$ cat config.mk
export PLATFORM = sky130hd
export DESIGN_NAME = dce_device_flat
export DESIGN_NICKNAME = d
export VERILOG_FILES = /design/src/shared/dce_pkg.sv /design/src/shared/dce_link_if.sv /design/src/rtl/dce_chan.sv /design/src/rtl/dce_device.sv /design/src/flat_wrapper.sv
export SDC_FILE = /design/constraint.sdc
export NUM_CORES = 1
export LEC_CHECK = 0
export ABC_AREA = 1
export BUFFER_PORTS_ARGS = -buffer_cell sky130_fd_sc_hd__clkbuf_2
export CAP_MARGIN = 20
export CORE_MARGIN = 4
export CORE_UTILIZATION = 34
export CTS_CLUSTER_SIZE = 30
export DETAILED_ROUTE_END_ITERATION = 16
export PLACE_DENSITY_LB_ADDON = 0.08
export SETUP_SLACK_MARGIN = 0.3
export SLEW_MARGIN = 5
export SYNTH_ARGS = -nofsm -noshare
export SYNTH_HDL_FRONTEND = slang
export SYNTH_HIERARCHICAL = 1
export SYNTH_SLANG_ARGS = --single-unit
$ cat constraint.sdc
create_clock -name pclk -period 1.1 [get_ports pclk]
set_input_delay 0.11 -clock pclk [delete_from_list [all_inputs] [get_ports pclk]]
set_output_delay 0.11 -clock pclk [all_outputs]
set_load 0.05 [all_outputs]
$ cat src/shared/dce_pkg.sv
package dce_pkg;
    localparam int          NCH             = 2;
    localparam int          DEV_AW          = 24;
    // Device register map (byte addresses on the device's own register port).
    localparam logic [23:0] DEV_ENABLE_OFS  = 24'hEF8000;
    localparam logic [23:0] DEV_IRQ_STS_OFS = 24'hEF8004;
    localparam logic [23:0] DEV_END_DET_OFS = 24'hEF800C;
    // Field positions, lowest channel first.
    localparam int          MASK_POS        = 16;
    localparam int          EN_POS          = 24;
    localparam int          IRQ_POS         = 16;
    localparam int          EDET_POS        = 16;
    localparam logic [31:0] REG_RST         = 32'h0000_0000;
    localparam logic        BIT_RST         = 1'b0;
    // Controller register map on APB (byte addresses).
    localparam int          CAW             = 12;
    localparam logic [11:0] CTL_CTRL_OFS    = 12'h000;
    localparam logic [11:0] CTL_EVENT_OFS   = 12'h004;
    localparam logic [11:0] CTL_ADDR_OFS    = 12'h008;
    localparam logic [11:0] CTL_WDATA_OFS   = 12'h00C;
    localparam logic [11:0] CTL_CMD_OFS     = 12'h010;
    localparam logic [11:0] CTL_RDATA_OFS   = 12'h014;
    localparam logic [11:0] CTL_STATUS_OFS  = 12'h018;
    // Controller field positions.
    localparam int          CF_IRQEN_POS    = 0;
    localparam int          CF_AUTODIS_POS  = 2;
    localparam int          CF_BURST_POS    = 4;
    localparam int          EV_REQ_POS      = 0;
    localparam int          EV_END_POS      = 2;
    localparam int          EV_DONE_POS     = 4;
    localparam int          EV_ABORT_POS    = 6;
    localparam int          CMD_BE_POS      = 0;
    localparam int          CMD_WRITE_POS   = 4;
    localparam int          ST_EN_POS       = 0;
    localparam int          ST_PEND_POS     = 2;
    localparam int          ST_GRANT_POS    = 4;
    localparam int          ST_RUN_POS      = 6;
    localparam int          ST_BUSY_POS     = 7;
    localparam int          ST_IRQ_POS      = 8;

    typedef enum logic [1:0] {DCE_IDLE, DCE_RUN, DCE_HALT} dce_xfer_state_t;
endpackage

$ cat src/shared/dce_link_if.sv
`timescale 1ns/1ps
interface dce_link_if;
    import dce_pkg::*;
    logic                 dev_req;
    logic                 dev_write;
    logic [DEV_AW-1:0]    dev_addr;
    logic [3:0]           dev_be;
    logic [31:0]          dev_wdata;
    logic [31:0]          dev_rdata;
    logic                 dev_ack;
    logic [NCH-1:0]       dma_request;
    logic [NCH-1:0]       end_event;
    logic [NCH-1:0]       operand_done;
    logic [NCH-1:0]       transfer_state_abort;
    logic [NCH-1:0]       end_irq_enable;
    logic [NCH-1:0]       auto_disable_on_end;
    logic                 burst_mode;
    logic [NCH-1:0]       channel_transfer_enable;
    logic [NCH-1:0]       request_pending;
    logic [NCH-1:0]       bus_grant;
    logic                 operand_running;
    logic [NCH-1:0]       irq_request;

    modport device (
        input  dev_req, dev_write, dev_addr, dev_be, dev_wdata,
        output dev_rdata, dev_ack,
        input  dma_request, end_event, operand_done, transfer_state_abort,
        input  end_irq_enable, auto_disable_on_end, burst_mode,
        output channel_transfer_enable, request_pending, bus_grant, operand_running, irq_request
    );
    modport ctrl (
        output dev_req, dev_write, dev_addr, dev_be, dev_wdata,
        input  dev_rdata, dev_ack,
        output dma_request, end_event, operand_done, transfer_state_abort,
        output end_irq_enable, auto_disable_on_end, burst_mode,
        input  channel_transfer_enable, request_pending, bus_grant, operand_running, irq_request
    );
endinterface

$ cat src/rtl/dce_chan.sv
`timescale 1ns/1ps
module dce_chan (
    input  wire logic pclk,
    input  wire logic presetn,
    input  wire logic en_wr,
    input  wire logic en_wval,
    input  wire logic edet_wr,
    input  wire logic edet_wval,
    input  wire logic end_event,
    input  wire logic auto_dis,
    input  wire logic irq_en,
    input  wire logic req_in,
    input  wire logic req_take,
    output logic      enable,
    output logic      end_detect,
    output logic      irq_status,
    output logic      pending
);
    import dce_pkg::*;

    logic en_r, en_nxt, edet_r, edet_nxt, irq_r, irq_nxt, pend_r, pend_nxt;

    always_comb begin
        en_nxt = en_r;
        if (en_wr) begin
            en_nxt = en_wval;
        end
        // The end condition clearing the enable overrides a software write in the same cycle.
        if (end_event && auto_dis) begin
            en_nxt = 1'b0;
        end
        edet_nxt = edet_r;
        if (edet_wr && !edet_wval) begin
            edet_nxt = 1'b0;
        end
        if (end_event) begin
            edet_nxt = 1'b1;
        end
        // Status survives only while both its end flag and its enable stand.
        irq_nxt = (irq_r && edet_nxt && irq_en) || (end_event && irq_en);
        pend_nxt = pend_r;
        if (req_take) begin
            pend_nxt = 1'b0;
        end
        if (req_in) begin
            pend_nxt = 1'b1;
        end
    end

    always_ff @(posedge pclk or negedge presetn) begin
        if (!presetn) begin
            en_r   <= BIT_RST;
            edet_r <= BIT_RST;
            irq_r  <= BIT_RST;
            pend_r <= BIT_RST;
        end else begin
            en_r   <= en_nxt;
            edet_r <= edet_nxt;
            irq_r  <= irq_nxt;
            pend_r <= pend_nxt;
        end
    end

    assign enable     = en_r;
    assign end_detect = edet_r;
    assign irq_status = irq_r;
    assign pending    = pend_r;
endmodule // dce_chan

$ cat src/rtl/dce_device.sv
// Decided for this implementation: the APB slave port.
`timescale 1ns/1ps
// Summary of operation
// - Registers take byte, halfword and word access; enable writes lacking byte lane 2 or 3 are ignored.
// - Unassigned enable bits written zero, read zero.
// - Mask zero in write keeps enable unchanged.
// - Mask one in write loads enable value.
// - Mask bits hold nothing, always read zero.
// - Software sets mask with every enable change.
// - Transfers start only on enabled channels.
// - Request pending tracks requests while disabled.
// - End with auto-disable clears channel enable.
// - Cycle-steal: all enables off pauses, on resumes.
// - No channel switch during running/paused operand.
// - Abort bit ends paused operand, frees bus.
// - Software clears all enables to pause.
// - Interrupt status register ignores writes.
// - Status one means interrupt is requested.
// - End with interrupt enable sets flag, status.
// - Clearing end flag clears interrupt status.
// - Clearing interrupt enable clears interrupt status.
// - End flag set on finish, held till cleared.
// - Write zero clears end flag; one keeps.
module dce_device (
    input  wire logic     pclk,
    input  wire logic     presetn,
    dce_link_if.device    link
);
    import dce_pkg::*;

    logic [NCH-1:0]  en;
    logic [NCH-1:0]  edet;
    logic [NCH-1:0]  irq_sts;
    logic [NCH-1:0]  pend;
    logic [NCH-1:0]  en_wr;
    logic [NCH-1:0]  edet_wr;
    logic [NCH-1:0]  take;

    logic            acc;
    logic            acc_wr;
    logic            hit_en;
    logic            hit_irq;
    logic            hit_edet;
    logic            ack_r;
    logic            ack_nxt;
    logic [31:0]     rdata_r;
    logic [31:0]     rdata_nxt;

    dce_xfer_state_t st_r;
    dce_xfer_state_t st_nxt;
    logic            ch_r;
    logic            ch_nxt;
    logic [NCH-1:0]  grant_r;
    logic [NCH-1:0]  grant_nxt;
    logic            run_r;
    logic            run_nxt;
    logic            owner_done;
    logic            owner_abort;
    logic            all_off;

    // A request is taken once; the held request during the acknowledge cycle is not taken again.
    assign acc      = link.dev_req && !ack_r;
    assign acc_wr   = acc && link.dev_write;

    assign hit_en   = (link.dev_addr == DEV_ENABLE_OFS);
    assign hit_irq  = (link.dev_addr == DEV_IRQ_STS_OFS);
    assign hit_edet = (link.dev_addr == DEV_END_DET_OFS);

    assign owner_done  = link.operand_done[ch_r];
    assign owner_abort = link.transfer_state_abort[ch_r];
    // A pause needs every enable off; one left on is a software fault that is not guarded.
    assign all_off     = (en == '0);

    genvar gi;
    generate
        for (gi = 0; gi < NCH; gi++) begin : g_ch
            // Mask and enable live in different byte lanes; a write lacking the mask lane is masked.
            assign en_wr[gi]   = acc_wr && hit_en
                                 && link.dev_be[MASK_POS/8] && link.dev_be[EN_POS/8]
                                 && link.dev_wdata[MASK_POS+gi];
            assign edet_wr[gi] = acc_wr && hit_edet && link.dev_be[EDET_POS/8];

            dce_chan u_chan (
                .pclk       (pclk),
                .presetn    (presetn),
                .en_wr      (en_wr[gi]),
                .en_wval    (link.dev_wdata[EN_POS+gi]),
                .edet_wr    (edet_wr[gi]),
                .edet_wval  (link.dev_wdata[EDET_POS+gi]),
                .end_event  (link.end_event[gi]),
                .auto_dis   (link.auto_disable_on_end[gi]),
                .irq_en     (link.end_irq_enable[gi]),
                .req_in     (link.dma_request[gi]),
                .req_take   (take[gi]),
                .enable     (en[gi]),
                .end_detect (edet[gi]),
                .irq_status (irq_sts[gi]),
                .pending    (pend[gi])
            );
        end
    endgenerate

    // Register port: one acknowledge cycle after each taken request.
    always_comb begin
        ack_nxt   = acc;
        rdata_nxt = rdata_r;

        if (acc) begin
            // Write cycles answer with zero data so a stale read value never looks fresh.
            rdata_nxt = REG_RST;
            if (!link.dev_write) begin
                // Mask bits and unassigned bits are never stored, so they read zero.
                if (hit_en) begin
                    rdata_nxt[EN_POS +: NCH] = en;
                end else if (hit_irq) begin
                    rdata_nxt[IRQ_POS +: NCH] = irq_sts;
                end else if (hit_edet) begin
                    rdata_nxt[EDET_POS +: NCH] = edet;
                end
            end
        end
    end

    always_ff @(posedge pclk or negedge presetn) begin
        if (!presetn) begin
            ack_r   <= 1'b0;
            rdata_r <= REG_RST;
        end else begin
            ack_r   <= ack_nxt;
            rdata_r <= rdata_nxt;
        end
    end

    // Single-operand transfer tracking and bus ownership.
    always_comb begin
        st_nxt    = st_r;
        ch_nxt    = ch_r;
        take      = '0;

        case (st_r)
            DCE_IDLE: begin
                // Fixed priority: channel 0 ahead of channel 1.
                if (en[0] && pend[0]) begin
                    st_nxt  = DCE_RUN;
                    ch_nxt  = 1'b0;
                    take[0] = 1'b1;
                end else if (en[1] && pend[1]) begin
                    st_nxt  = DCE_RUN;
                    ch_nxt  = 1'b1;
                    take[1] = 1'b1;
                end
            end

            DCE_RUN: begin
                // Burst mode never pauses; cleared enables there only block the next start.
                if (owner_done || owner_abort) begin
                    st_nxt = DCE_IDLE;
                end else if (!link.burst_mode && all_off) begin
                    st_nxt = DCE_HALT;
                end
            end

            DCE_HALT: begin
                // While halted the owner is kept; only abort or resume leaves this state.
                if (owner_abort) begin
                    st_nxt = DCE_IDLE;
                end else if (en[ch_r]) begin
                    st_nxt = DCE_RUN;
                end
            end

            default: begin
                st_nxt = DCE_IDLE;
            end
        endcase

        grant_nxt = '0;
        if (st_nxt != DCE_IDLE) begin
            grant_nxt[ch_nxt] = 1'b1;
        end

        run_nxt = (st_nxt == DCE_RUN);
    end

    always_ff @(posedge pclk or negedge presetn) begin
        if (!presetn) begin
            st_r    <= DCE_IDLE;
            ch_r    <= 1'b0;
            grant_r <= '0;
            run_r   <= 1'b0;
        end else begin
            st_r    <= st_nxt;
            ch_r    <= ch_nxt;
            grant_r <= grant_nxt;
            run_r   <= run_nxt;
        end
    end

    assign link.dev_ack                 = ack_r;
    assign link.dev_rdata               = rdata_r;

    assign link.channel_transfer_enable = en;
    assign link.request_pending         = pend;
    assign link.bus_grant               = grant_r;
    assign link.operand_running         = run_r;

    assign link.irq_request             = irq_sts;
endmodule // dce_device

$ cat src/flat_wrapper.sv
// flat-port wrapper written by rule: the top's interface ports become plain ports
module dce_device_flat import dce_pkg::*;
  (pclk, presetn, link_dev_req, link_dev_write, link_dev_addr, link_dev_be, link_dev_wdata, link_dev_rdata, link_dev_ack, link_dma_request, link_end_event, link_operand_done, link_transfer_state_abort, link_end_irq_enable, link_auto_disable_on_end, link_burst_mode, link_channel_transfer_enable, link_request_pending, link_bus_grant, link_operand_running, link_irq_request);
  dce_link_if link_i ();
  input  wire logic pclk;
  input  wire logic presetn;
  input wire logic [$bits(link_i.dev_req)-1:0] link_dev_req;
  input wire logic [$bits(link_i.dev_write)-1:0] link_dev_write;
  input wire logic [$bits(link_i.dev_addr)-1:0] link_dev_addr;
  input wire logic [$bits(link_i.dev_be)-1:0] link_dev_be;
  input wire logic [$bits(link_i.dev_wdata)-1:0] link_dev_wdata;
  output wire logic [$bits(link_i.dev_rdata)-1:0] link_dev_rdata;
  output wire logic [$bits(link_i.dev_ack)-1:0] link_dev_ack;
  input wire logic [$bits(link_i.dma_request)-1:0] link_dma_request;
  input wire logic [$bits(link_i.end_event)-1:0] link_end_event;
  input wire logic [$bits(link_i.operand_done)-1:0] link_operand_done;
  input wire logic [$bits(link_i.transfer_state_abort)-1:0] link_transfer_state_abort;
  input wire logic [$bits(link_i.end_irq_enable)-1:0] link_end_irq_enable;
  input wire logic [$bits(link_i.auto_disable_on_end)-1:0] link_auto_disable_on_end;
  input wire logic [$bits(link_i.burst_mode)-1:0] link_burst_mode;
  output wire logic [$bits(link_i.channel_transfer_enable)-1:0] link_channel_transfer_enable;
  output wire logic [$bits(link_i.request_pending)-1:0] link_request_pending;
  output wire logic [$bits(link_i.bus_grant)-1:0] link_bus_grant;
  output wire logic [$bits(link_i.operand_running)-1:0] link_operand_running;
  output wire logic [$bits(link_i.irq_request)-1:0] link_irq_request;
  assign link_i.dev_req = link_dev_req;
  assign link_i.dev_write = link_dev_write;
  assign link_i.dev_addr = link_dev_addr;
  assign link_i.dev_be = link_dev_be;
  assign link_i.dev_wdata = link_dev_wdata;
  assign link_dev_rdata = link_i.dev_rdata;
  assign link_dev_ack = link_i.dev_ack;
  assign link_i.dma_request = link_dma_request;
  assign link_i.end_event = link_end_event;
  assign link_i.operand_done = link_operand_done;
  assign link_i.transfer_state_abort = link_transfer_state_abort;
  assign link_i.end_irq_enable = link_end_irq_enable;
  assign link_i.auto_disable_on_end = link_auto_disable_on_end;
  assign link_i.burst_mode = link_burst_mode;
  assign link_channel_transfer_enable = link_i.channel_transfer_enable;
  assign link_request_pending = link_i.request_pending;
  assign link_bus_grant = link_i.bus_grant;
  assign link_operand_running = link_i.operand_running;
  assign link_irq_request = link_i.irq_request;
  dce_device u_core (.pclk(pclk), .presetn(presetn), .link(link_i));
endmodule
# After elaboration in Yosys (flattened, before gate mapping)
# Cells that the tools add are included.
[word_totals] word_cells=101 output_inout_bits=42 in_bits=77 regBits=19
[op_classes] n_mux=41 reduce_logical=37 order_cmp=3 n_eq_ne=6
[ops] op="$eq A24 B24 Y1 const B" n=3
[ops] op="$mux W2" n=14
[ops] op="$mux W1" n=25
[ops] op="$logic_and A1 B1 Y1" n=23
[ops] op="$reduce_bool A2 Y1" n=5
[ops] op="$pmux W2 S3" n=1
[ops] op="$eq A2 B1 Y1 const B" n=2
[ops] op="$logic_not A1 Y1" n=4
[ops] op="$logic_not A2 Y1" n=2
[ops] op="$lt A1 B2 Y1 const B" n=2
[ops] op="$logic_or A1 B1 Y1" n=3
[ops] op="$eq A2 B2 Y1 const B" n=1
[ops] op="$demux W1 S1" n=1
[ops] op="$ge A1 B1 Y1 const B" n=1

# Longest topological paths before layout
# Gate-level depths: netlist of the first run.
[logic_depth] word_depth=11 mapped_depth=10 depth_no_buf=10

# By module
# Netlist of the first run, hierarchy kept.
[modules_own_cells] mod="dce_device" instances=1 seq_area_each_um2=275.3 cells_per_inst=153 area_per_inst_um2=996.0
[modules_own_cells] mod="dce_chan" instances=2 seq_area_each_um2=100.1 cells_per_inst=17 area_per_inst_um2=158.9

# Worst setup path after synthesis of the first run
# OpenSTA, ideal clock, no wires.
[synth_path] path_type="reg2reg" startpoint="reg u_core.ack_r (netlist: u_core/link.dev_ack)" endpoint="reg u_core.g_ch[0].u_chan.irq_r" t_arrival_ns=1.378 path_buffers=0 slack_ns=-0.402 period_less_slack_ns=1.502 setup_ns=0.125 path_stages_with_launch=7 t_required_ns=0.975 path_cell_list="dfrtp_1 -> nor2_2 -> nand3_1 -> nor4_1 -> nand2_1 -> nand2_1 -> a21oi_1"
[synth_between] elab_chain_cells=11
[synth_lines] element="start, declared" line="dce_device.sv:44" source="logic ack_r;"
[synth_lines] element="start signal, assigned" line="dce_device.sv:129" source="ack_r <= ack_nxt;"
[synth_lines] element="$logic_not A1 Y1" line="dce_device.sv:62" source="assign acc = link.dev_req && !ack_r;"
[synth_lines] element="$logic_and A1 B1 Y1" line="dce_device.sv:62"
[synth_lines] element="via u_core.acc" line="dce_device.sv:39" source="logic acc;"
[synth_lines] element="$logic_and A1 B1 Y1" line="dce_device.sv:63" source="assign acc_wr = acc && link.dev_write;"
[synth_lines] element="$logic_and A1 B1 Y1 (2 in series)" line="dce_device.sv:81" source="assign edet_wr[gi] = acc_wr && hit_edet && link.dev_be[EDET_POS/8];"
[synth_lines] element="via u_core.edet_wr[0]" line="dce_device.sv:36" source="logic [NCH-1:0] edet_wr;"
[synth_lines] element="$logic_and A1 B1 Y1" line="dce_chan.sv:33" source="if (edet_wr && !edet_wval) begin"
[synth_lines] element="$mux W1" line="dce_chan.sv:33"
[synth_lines] element="$mux W1" line="dce_chan.sv:36" source="if (end_event) begin"
[synth_lines] element="$logic_and A1 B1 Y1 (2 in series)" line="dce_chan.sv:40" source="irq_nxt = (irq_r && edet_nxt && irq_en) || (end_event && irq_en);"
[synth_lines] element="$logic_or A1 B1 Y1" line="dce_chan.sv:40"
[synth_lines] element="via u_core.g_ch[0].u_chan.irq_nxt" line="dce_chan.sv:21" source="logic en_r, en_nxt, edet_r, edet_nxt, irq_r, irq_nxt, pend_r, pend_nxt;"
[synth_lines] element="end signal, assigned" line="dce_chan.sv:59" source="irq_r <= irq_nxt;"
[synth_lines] element="end, declared" line="dce_chan.sv:21"
# The timed path passes the listed nets, and every way through them passes these cells.
# A chain may end at the register's enable or synchronous reset.

# Worst setup path in the final report of the first run
[layout_path] startpoint="reg u_core.ack_r (netlist: u_core/link.dev_ack)" endpoint="reg u_core.g_ch[0].u_chan.en_r"
[layout_between] elab_chain_cells=8
[layout_lines] element="$logic_not A1 Y1" line="dce_device.sv:62"
[layout_lines] element="$logic_and A1 B1 Y1" line="dce_device.sv:62"
[layout_lines] element="via u_core.acc" line="dce_device.sv:39"
[layout_lines] element="$logic_and A1 B1 Y1" line="dce_device.sv:63"
[layout_lines] element="$logic_and A1 B1 Y1" line="dce_device.sv:78" source="assign en_wr[gi] = acc_wr && hit_en"
[layout_lines] element="$logic_and A1 B1 Y1 (2 in series)" line="dce_device.sv:79" source="&& link.dev_be[MASK_POS/8] && link.dev_be[EN_POS/8]"
[layout_lines] element="$logic_and A1 B1 Y1" line="dce_device.sv:80" source="&& link.dev_wdata[MASK_POS+gi];"
[layout_lines] element="via u_core.en_wr[0]" line="dce_device.sv:35" source="logic [NCH-1:0] en_wr;"
[layout_lines] element="$reduce_bool A2 Y1 (no source line)"
[layout_lines] element="end signal, assigned" line="dce_chan.sv:57" source="en_r <= en_nxt;"
[layout_lines] element="end, declared" line="dce_chan.sv:21"
# The timed path passes the listed nets, and every way through them passes these cells.

==> results.md, run 1 <==
- Placed Instances: ~310
- Post-route worst setup slack: -0.131 ns
- Max Slew Vio Count: 0
- Routed WL: around 3400 µm
- RR Startpoint: u_core/link.dev_ack$_DFF_PN0_
- Flip-flop and latch count after synthesis: 19
- Post-layout util: about 60%
- Origin of the worst min-delay path: link_auto_disable_on_end[1]
- Most frequent cell after synthesis: nand2_1
- DRC: 0
- Count of input and output buffers: 60
- Core Area: about 3700 µm²
- Hold EP: u_core/g_ch[1].u_chan/enable$_DFFE_PN0P_
- First-pass GRT wire length: 5460 µm
- # IOs: approximately 120
- Status: finished with violations
- Synth area leaders: dfrtp_1 (36%), buf_4 (16%), nand2_1 (15%)
- Cell area after synthesis: around 1300 µm²
- Synth top area share: a little over a third
- Clock root cell: clkbuf_8
- Failing checks: setup timing
- Total Power: roughly 1.7 mW
- WP data required: between 1 and 1.5 ns
- Width of the die: roughly 70 µm
- Post-route cell area: around 2200 µm²
- Initial antenna violation count: 0
- Cells after Synth: approximately 190
- Non-Filler Instances: 330
- Power Density: between 700 and 800 nW/µm²
- Num CTS Buffers: 3
- DR vias/cell: roughly 4.1
- Clk slew on worst S/H paths: ~0.07 ns
- Largest net degree at the start of global routing: 20
- Synth unique cells: 25
- Number of flops mapped to enable cells by yosys: 0
- Hold slack: just over 0.04 ns
- Vias in the first global route: around 1300
- H-tree Lvls: 1
- GR Layer Usage met1: approximately 17%
- NumNets Final: 360
- GRT Overall Usage: approximately 14%
- R2r endpoint: u_core/g_ch[0].u_chan/enable$_DFFE_PN0P_
- Max_cap viols: 0
- Flop2flop setup slack: -0.13 ns
- Detailed Routing Iterations Pass 1: 4
- DR WL/cell: around 10 µm
- DP Worst Slack: -0.196 ns
- RSZ-0062 raised after global routing: yes
- Post-synth ARST share: 100%
- Crit path max fanout: 2
- Final setup violation count: 15
- Final Cycle Share: 112%
- Row Count: 22
- Layout cell share with drive strength beyond 1: a little under half
- Clock tree sinks: 19
- Die H: 70.2 µm
- Fin Clk Skew: roughly 0.0029 ns
- Ys flop type: dfrtp_1
- Worst hold stages: 2
- Crit. End Element: register
- WP data arrival: 1.41 ns
- Clock buffer depth: 2
- Reg2reg path depth: 6
- Max frequency: about 810 MHz
- DP HPWL: 2640 µm
- Starting Density: roughly 36%
- WS Path Type: register to register
- Initial DRC count: 53
- Seq/Total Area, Yosys: between 30% and 40%
- CTS tree: done
- Final hold violations: 0
- Syn_area_per_cell: 7.03 µm²
- Setup TNS Final: -0.915 ns
- GR Util met3: about 4.6%
- Die Area: just under 5000 µm²
- Final min period: approximately 1.2 ns
- Antenna Nets Post-Route: 0
- Maximum vdd ir drop: between 0.6 and 0.7 mV
- Total vias in the final route: 1365
- Most frequent cells after synthesis: nand2_1 (51), buf_4 (28), inv_1 (23)
- ANT cells: 0
- Startpoint types: register
- Worst min path class: primary input to register
- Yosys top cell by area: dfrtp_1
- Routing usage on met2: between 20% and 30%
- Congestion Overflow GR: 0
- Dpl cell area: 1770 µm²
- Worst-Skew Late Latency: between 0.2 and 0.3 ns
- Leak: ~1.2 nW
- Synth Warn #: 6
- Gr busiest metal: met2
- GP Congestion: just under 0.8
- Area Overhead vs Synth: 68.7%
critical path, cell delays in order (launching register included):
cell and delay (ns):
dfrtp_2 0.43, nor2_4 0.12, nand3_4 0.09, nand3b_4 0.18, nor2_2 0.10, nand2_1 0.08, a22oi_2 0.15
routing by layer:
metal / routed length (µm) / vias to the layer above
li1: - / 712
met3: 299 / 4
met5: 0 / -
met4: 32 / 0
met2: 1600 / 50
met1: 1450 / 599
logic make-up (layout without fill, tap and decap cells):
| family | after synthesis | after routing | synth area share [%] |
|---|---|---|---|
| AOI/OAI and AO/OA | 12 | 12 | 5.43 |
| DFF | 19 | 19 | 36.2 |
| other | 1 | 28 | 0.285 |
| buffers and inverters | 55 | 123 | 23.7 |
| and+or+nand+nor | 100 | 100 | 34.4 |
cell usage in the layout (no fill, tap or decap), types with 2 or more instances in the layout:
cell,netlist,final
nand2_1,51,46
clkbuf_2,0,45
conb_1,1,28
buf_4,28,23
inv_1,23,22
nor2_1,19,15
dfrtp_1,19,12
buf_8,0,10
nand3_1,11,10
buf_6,0,8
nor2_2,8,7
dfrtp_2,0,7
nor2_4,0,5
clkbuf_16,0,4
nand2_2,1,4
clkbuf_8,0,3
inv_2,3,3
nand3b_1,3,3
nand2_4,0,2
inv_4,0,2
o21ai_0,3,2
a21oi_1,2,2
o21bai_1,2,2
sequential cells by signal, summed over array words and instances (netlist names):
register and count:
u_core/g_ch.u_chan/irq_status 2, u_core/st_r 2, u_core/g_ch.u_chan/end_detect 2, u_core/g_ch.u_chan/pending 2
u_core/ch_r 1, u_core/g_ch.u_chan/enable 2, u_core/link.dev_ack 1, u_core/link.bus_grant 2
u_core/link.dev_rdata 4, u_core/link.operand_running 1
power by group:
group | internal [mW] | switching, mW | leakage, nW
clock | 0.258 | 0.234 | 0.0228
combinational | 0.149 | 0.345 | 0.986
sequential | 0.706 | 0.00840 | 0.232
what timing repair did:
item,in CTS,in global routing
cloned,0,0
gates resized for setup,53,22
hold buffers,1,0
pin swaps,7,4
hold endpoints to repair,19,0
buffers inserted,6,5
endpoints found under the setup margin,32,38
cell type report:
class	instances	area, µm²
Fill cell	361	1470
Multi-Input combinational cell	140	767
Timing Repair Buffer	92	753
Sequential cell	19	484
Inverter	27	106
Tap cell	48	60.1
Clock buffer	4	45.0
worst max path at each step:
| stage | depth (start not counted) | from | end |
|---|---|---|---|
| 3_5_place_dp | 10 | link_dev_addr[8] | u_core/g_ch[0].u_chan/irq_status$_DFF_PN0_ |
| 2_1_floorplan | 6 | u_core/link.dev_ack$_DFF_PN0_ | u_core/g_ch[0].u_chan/irq_status$_DFF_PN0_ |
| 4_1_cts | 6 | u_core/link.dev_ack$_DFF_PN0_ | u_core/g_ch[0].u_chan/enable$_DFFE_PN0P_ |
| 6_report | 6 | u_core/link.dev_ack$_DFF_PN0_ | u_core/g_ch[0].u_chan/enable$_DFFE_PN0P_ |
| 5_1_grt | 6 | u_core/link.dev_ack$_DFF_PN0_ | u_core/g_ch[0].u_chan/enable$_DFFE_PN0P_ |
| 3_3_place_gp | 10 | link_dev_addr[8] | u_core/g_ch[0].u_chan/irq_status$_DFF_PN0_ |
No activity file was read; power rests on OpenSTA's default activity.
==> inputs of run 2 (changes only) <==
--- a/config.mk
+++ b/config.mk
@@ -9,10 +9,10 @@
 export BUFFER_PORTS_ARGS = -buffer_cell sky130_fd_sc_hd__clkbuf_2
 export CAP_MARGIN = 20
 export CORE_MARGIN = 4
-export CORE_UTILIZATION = 34
+export CORE_UTILIZATION = 37
 export CTS_CLUSTER_SIZE = 30
 export DETAILED_ROUTE_END_ITERATION = 16
-export PLACE_DENSITY_LB_ADDON = 0.08
+export PLACE_DENSITY = 0.8
 export SETUP_SLACK_MARGIN = 0.3
 export SLEW_MARGIN = 5
 export SYNTH_ARGS = -nofsm -noshare
==> constraint.sdc (replaced) <==
create_clock -name pclk -period 1.2 [get_ports pclk]
set_input_delay 0.12 -clock pclk [delete_from_list [all_inputs] [get_ports pclk]]
set_output_delay 0.12 -clock pclk [all_outputs]
set_load 0.05 [all_outputs]
==> results.md, run 2 (same netlist as run 1, synthesis figures left out) <==
- DP HPWL: 2510 µm (-5.2%)
- Area Overhead vs Synth: 67.4%
- Congestion Overflow GR: 0 (unchanged)
- Core Area: 3390 µm² (-8.1%)
- Vias in the first global route: 1197 (-4.8%)
- GP Congestion: 0.925 (+19%)
- Worst min path class: primary input to register
- Clock buffer depth: 2 (unchanged)
- WP data arrival: 1.47 ns (+0.06 ns)
- DR vias/cell: 4.28 (+3.6%)
- Clock root cell: clkbuf_4
- Routed WL: 3780 µm (+12%)
- Max_cap viols: 0 (unchanged)
- First-pass GRT wire length: 4980 µm (-8.7%)
- Non-Filler Instances: 323 (-2.1%)
- Status: finished with violations
- # IOs: 119 (unchanged)
- Row Count: 21 (-4.5%)
- Crit path max fanout: 5 (+3)
- Layout cell share with drive strength beyond 1: 48.0% (+0.50 points)
- NumNets Final: 355 (-1.4%)
- WP data required: 1.38 ns (+0.10 ns)
- WS Path Type: register to register
- Commonest non-fill, non-tap cell in the layout: clkbuf_2
- Fin Clk Skew: 0.0162 ns (+0.0134 ns)
- Detailed Routing Iterations Pass 1: 4 (unchanged)
- CTS tree: done
- Failing checks: setup timing
- Num CTS Buffers: 3 (unchanged)
- DP Worst Slack: -0.0710 ns (+0.125 ns)
- Initial antenna violation count: 0 (unchanged)
- Antenna Nets Post-Route: 0 (unchanged)
- Die H: 67.6 µm (-3.7%)
- Initial DRC count: 73 (+38%)
- Most frequent cells in the layout: clkbuf_2 (46), nand2_1 (44), conb_1 (28)
- H-tree Lvls: 1 (unchanged)
- DR WL/cell: 11.7 µm (+14%)
- Final min period: 1.29 ns (+0.0601 ns)
- Leak: 1.22 nW (-1.6%)
- ANT cells: 0 (unchanged)
- Width of the die: 67.6 µm (-3.7%)
- DRC: 0 (unchanged)
- Worst-Skew Late Latency: 0.30 ns (+0.04 ns)
- Total vias in the final route: 1384 (+1.4%)
- RSZ-0062 raised after global routing: yes
- Clock tree sinks: 19 (unchanged)
- Crit. End Element: register
- Max frequency: 775 MHz (-4.7%)
- Largest net degree at the start of global routing: 20 (unchanged)
- Count of input and output buffers: 60 (unchanged)
- Post-route worst setup slack: -0.0908 ns (+0.0399 ns)
- Power Density: 653 nW/µm² (-15%)
- Final hold violations: 0 (unchanged)
- Max FFs per register: 4 (unchanged)
- Startpoint types: register
- Post-layout util: 64.9% (+4.8 points)
- Final Cycle Share: 108% (-4.3 points)
- Max Slew Vio Count: 0 (unchanged)
- Die Area: 4570 µm² (-7.2%)
- Clk slew on worst S/H paths: 0.11 ns (+0.04 ns)
- GRT Overall Usage: 14.1% (+0.34 points)
- Maximum vdd ir drop: 0.454 mV (-25%)
- Final setup violation count: 8 (-7)
- Placed Instances: 296 (-5.7%)
- Starting Density: 38.8% (+3.1 points)
## run 2: cell count changes in the layout (fill, tap and decap cells not counted), sizes merged
cell	previous run	this run
clkbuf	53	54
buf	42	34
dlygate4sd3	1	3
## run 2: critical path, stage by stage, from the launching register on
cell	delay, ns
dfrtp_2	0.49
nand2_4	0.12
inv_2	0.07
o21ai_4	0.20
nand3_4	0.12
nor2_4	0.13
nor2_1	0.05
## run 2: cell type report
cell class,instances,area (µm²)
fillers,273,1190
multi-input cells,140,806
repair buffers,87,717
flip-flops and latches,19,484
inverters,27,109
well taps,46,57.6
clock buffers,4,26.3
## run 2: stage by stage
stage / hold slack, ns / power, mW / setup TNS (ns) / area (µm²)
2_1_floorplan: -0.176 / 1.01 / -0.408 / 1470
3_3_place_gp: 0.0974 / 1.05 / -0.214 / 1650
3_5_place_dp: 0.100 / 1.05 / -0.295 / 1650
4_1_cts: 0.00273 / 1.42 / -0.0412 / 2010
6_report: 0.00900 / 1.44 / -0.395 / 2200
5_1_grt: -0.00284 / 1.52 / -1.11 / 2200
## run 2: final timing paths
path	cells past startpoint	slack, ns	from	endpoint
max reg2reg	6	-0.09	u_core/g_ch[0].u_chan/enable$_DFFE_PN0P_	u_core/link.bus_grant[0]$_DFF_PN0_
min	2	0.009	link_dma_request[0]	u_core/g_ch[0].u_chan/pending$_DFFE_PN0P_
min reg2reg	2	0.51	u_core/g_ch[0].u_chan/end_detect$_DFF_PN0_	u_core/g_ch[0].u_chan/end_detect$_DFF_PN0_
min in group asynchronous	2	0.30	presetn	u_core/link.operand_running$_DFF_PN0_
max in group asynchronous	2	0.54	presetn	u_core/st_r[1]$_DFF_PN0_
max	6	-0.09	u_core/g_ch[0].u_chan/enable$_DFFE_PN0P_	u_core/link.bus_grant[0]$_DFF_PN0_
## run 2: timing repair
| item | in CTS | in global routing |
|---|---|---|
| gates cloned | 0 | 0 |
| hold endpoints to repair | 20 | 1 |
| pin swaps | 6 | 12 |
| resized for setup | 44 | 39 |
| hold buffers | 2 | 1 |
| setup endpoints to repair | 31 | 32 |
| setup buffers | 13 | 7 |
## run 2: power by group
part	total [mW]	switching (mW)	internal (mW)
clock	0.322	0.192	0.130
sequential	0.655	0.00763	0.647
combinational	0.458	0.322	0.137
## run 2: metal layers
layer,wire length [µm],track usage (%),up-vias
met5,0,0,-
met4,99,3.04,0
met3,220,2.50,8
met2,2100,25.6,57
met1,1370,17.3,619
li1,-,-,700
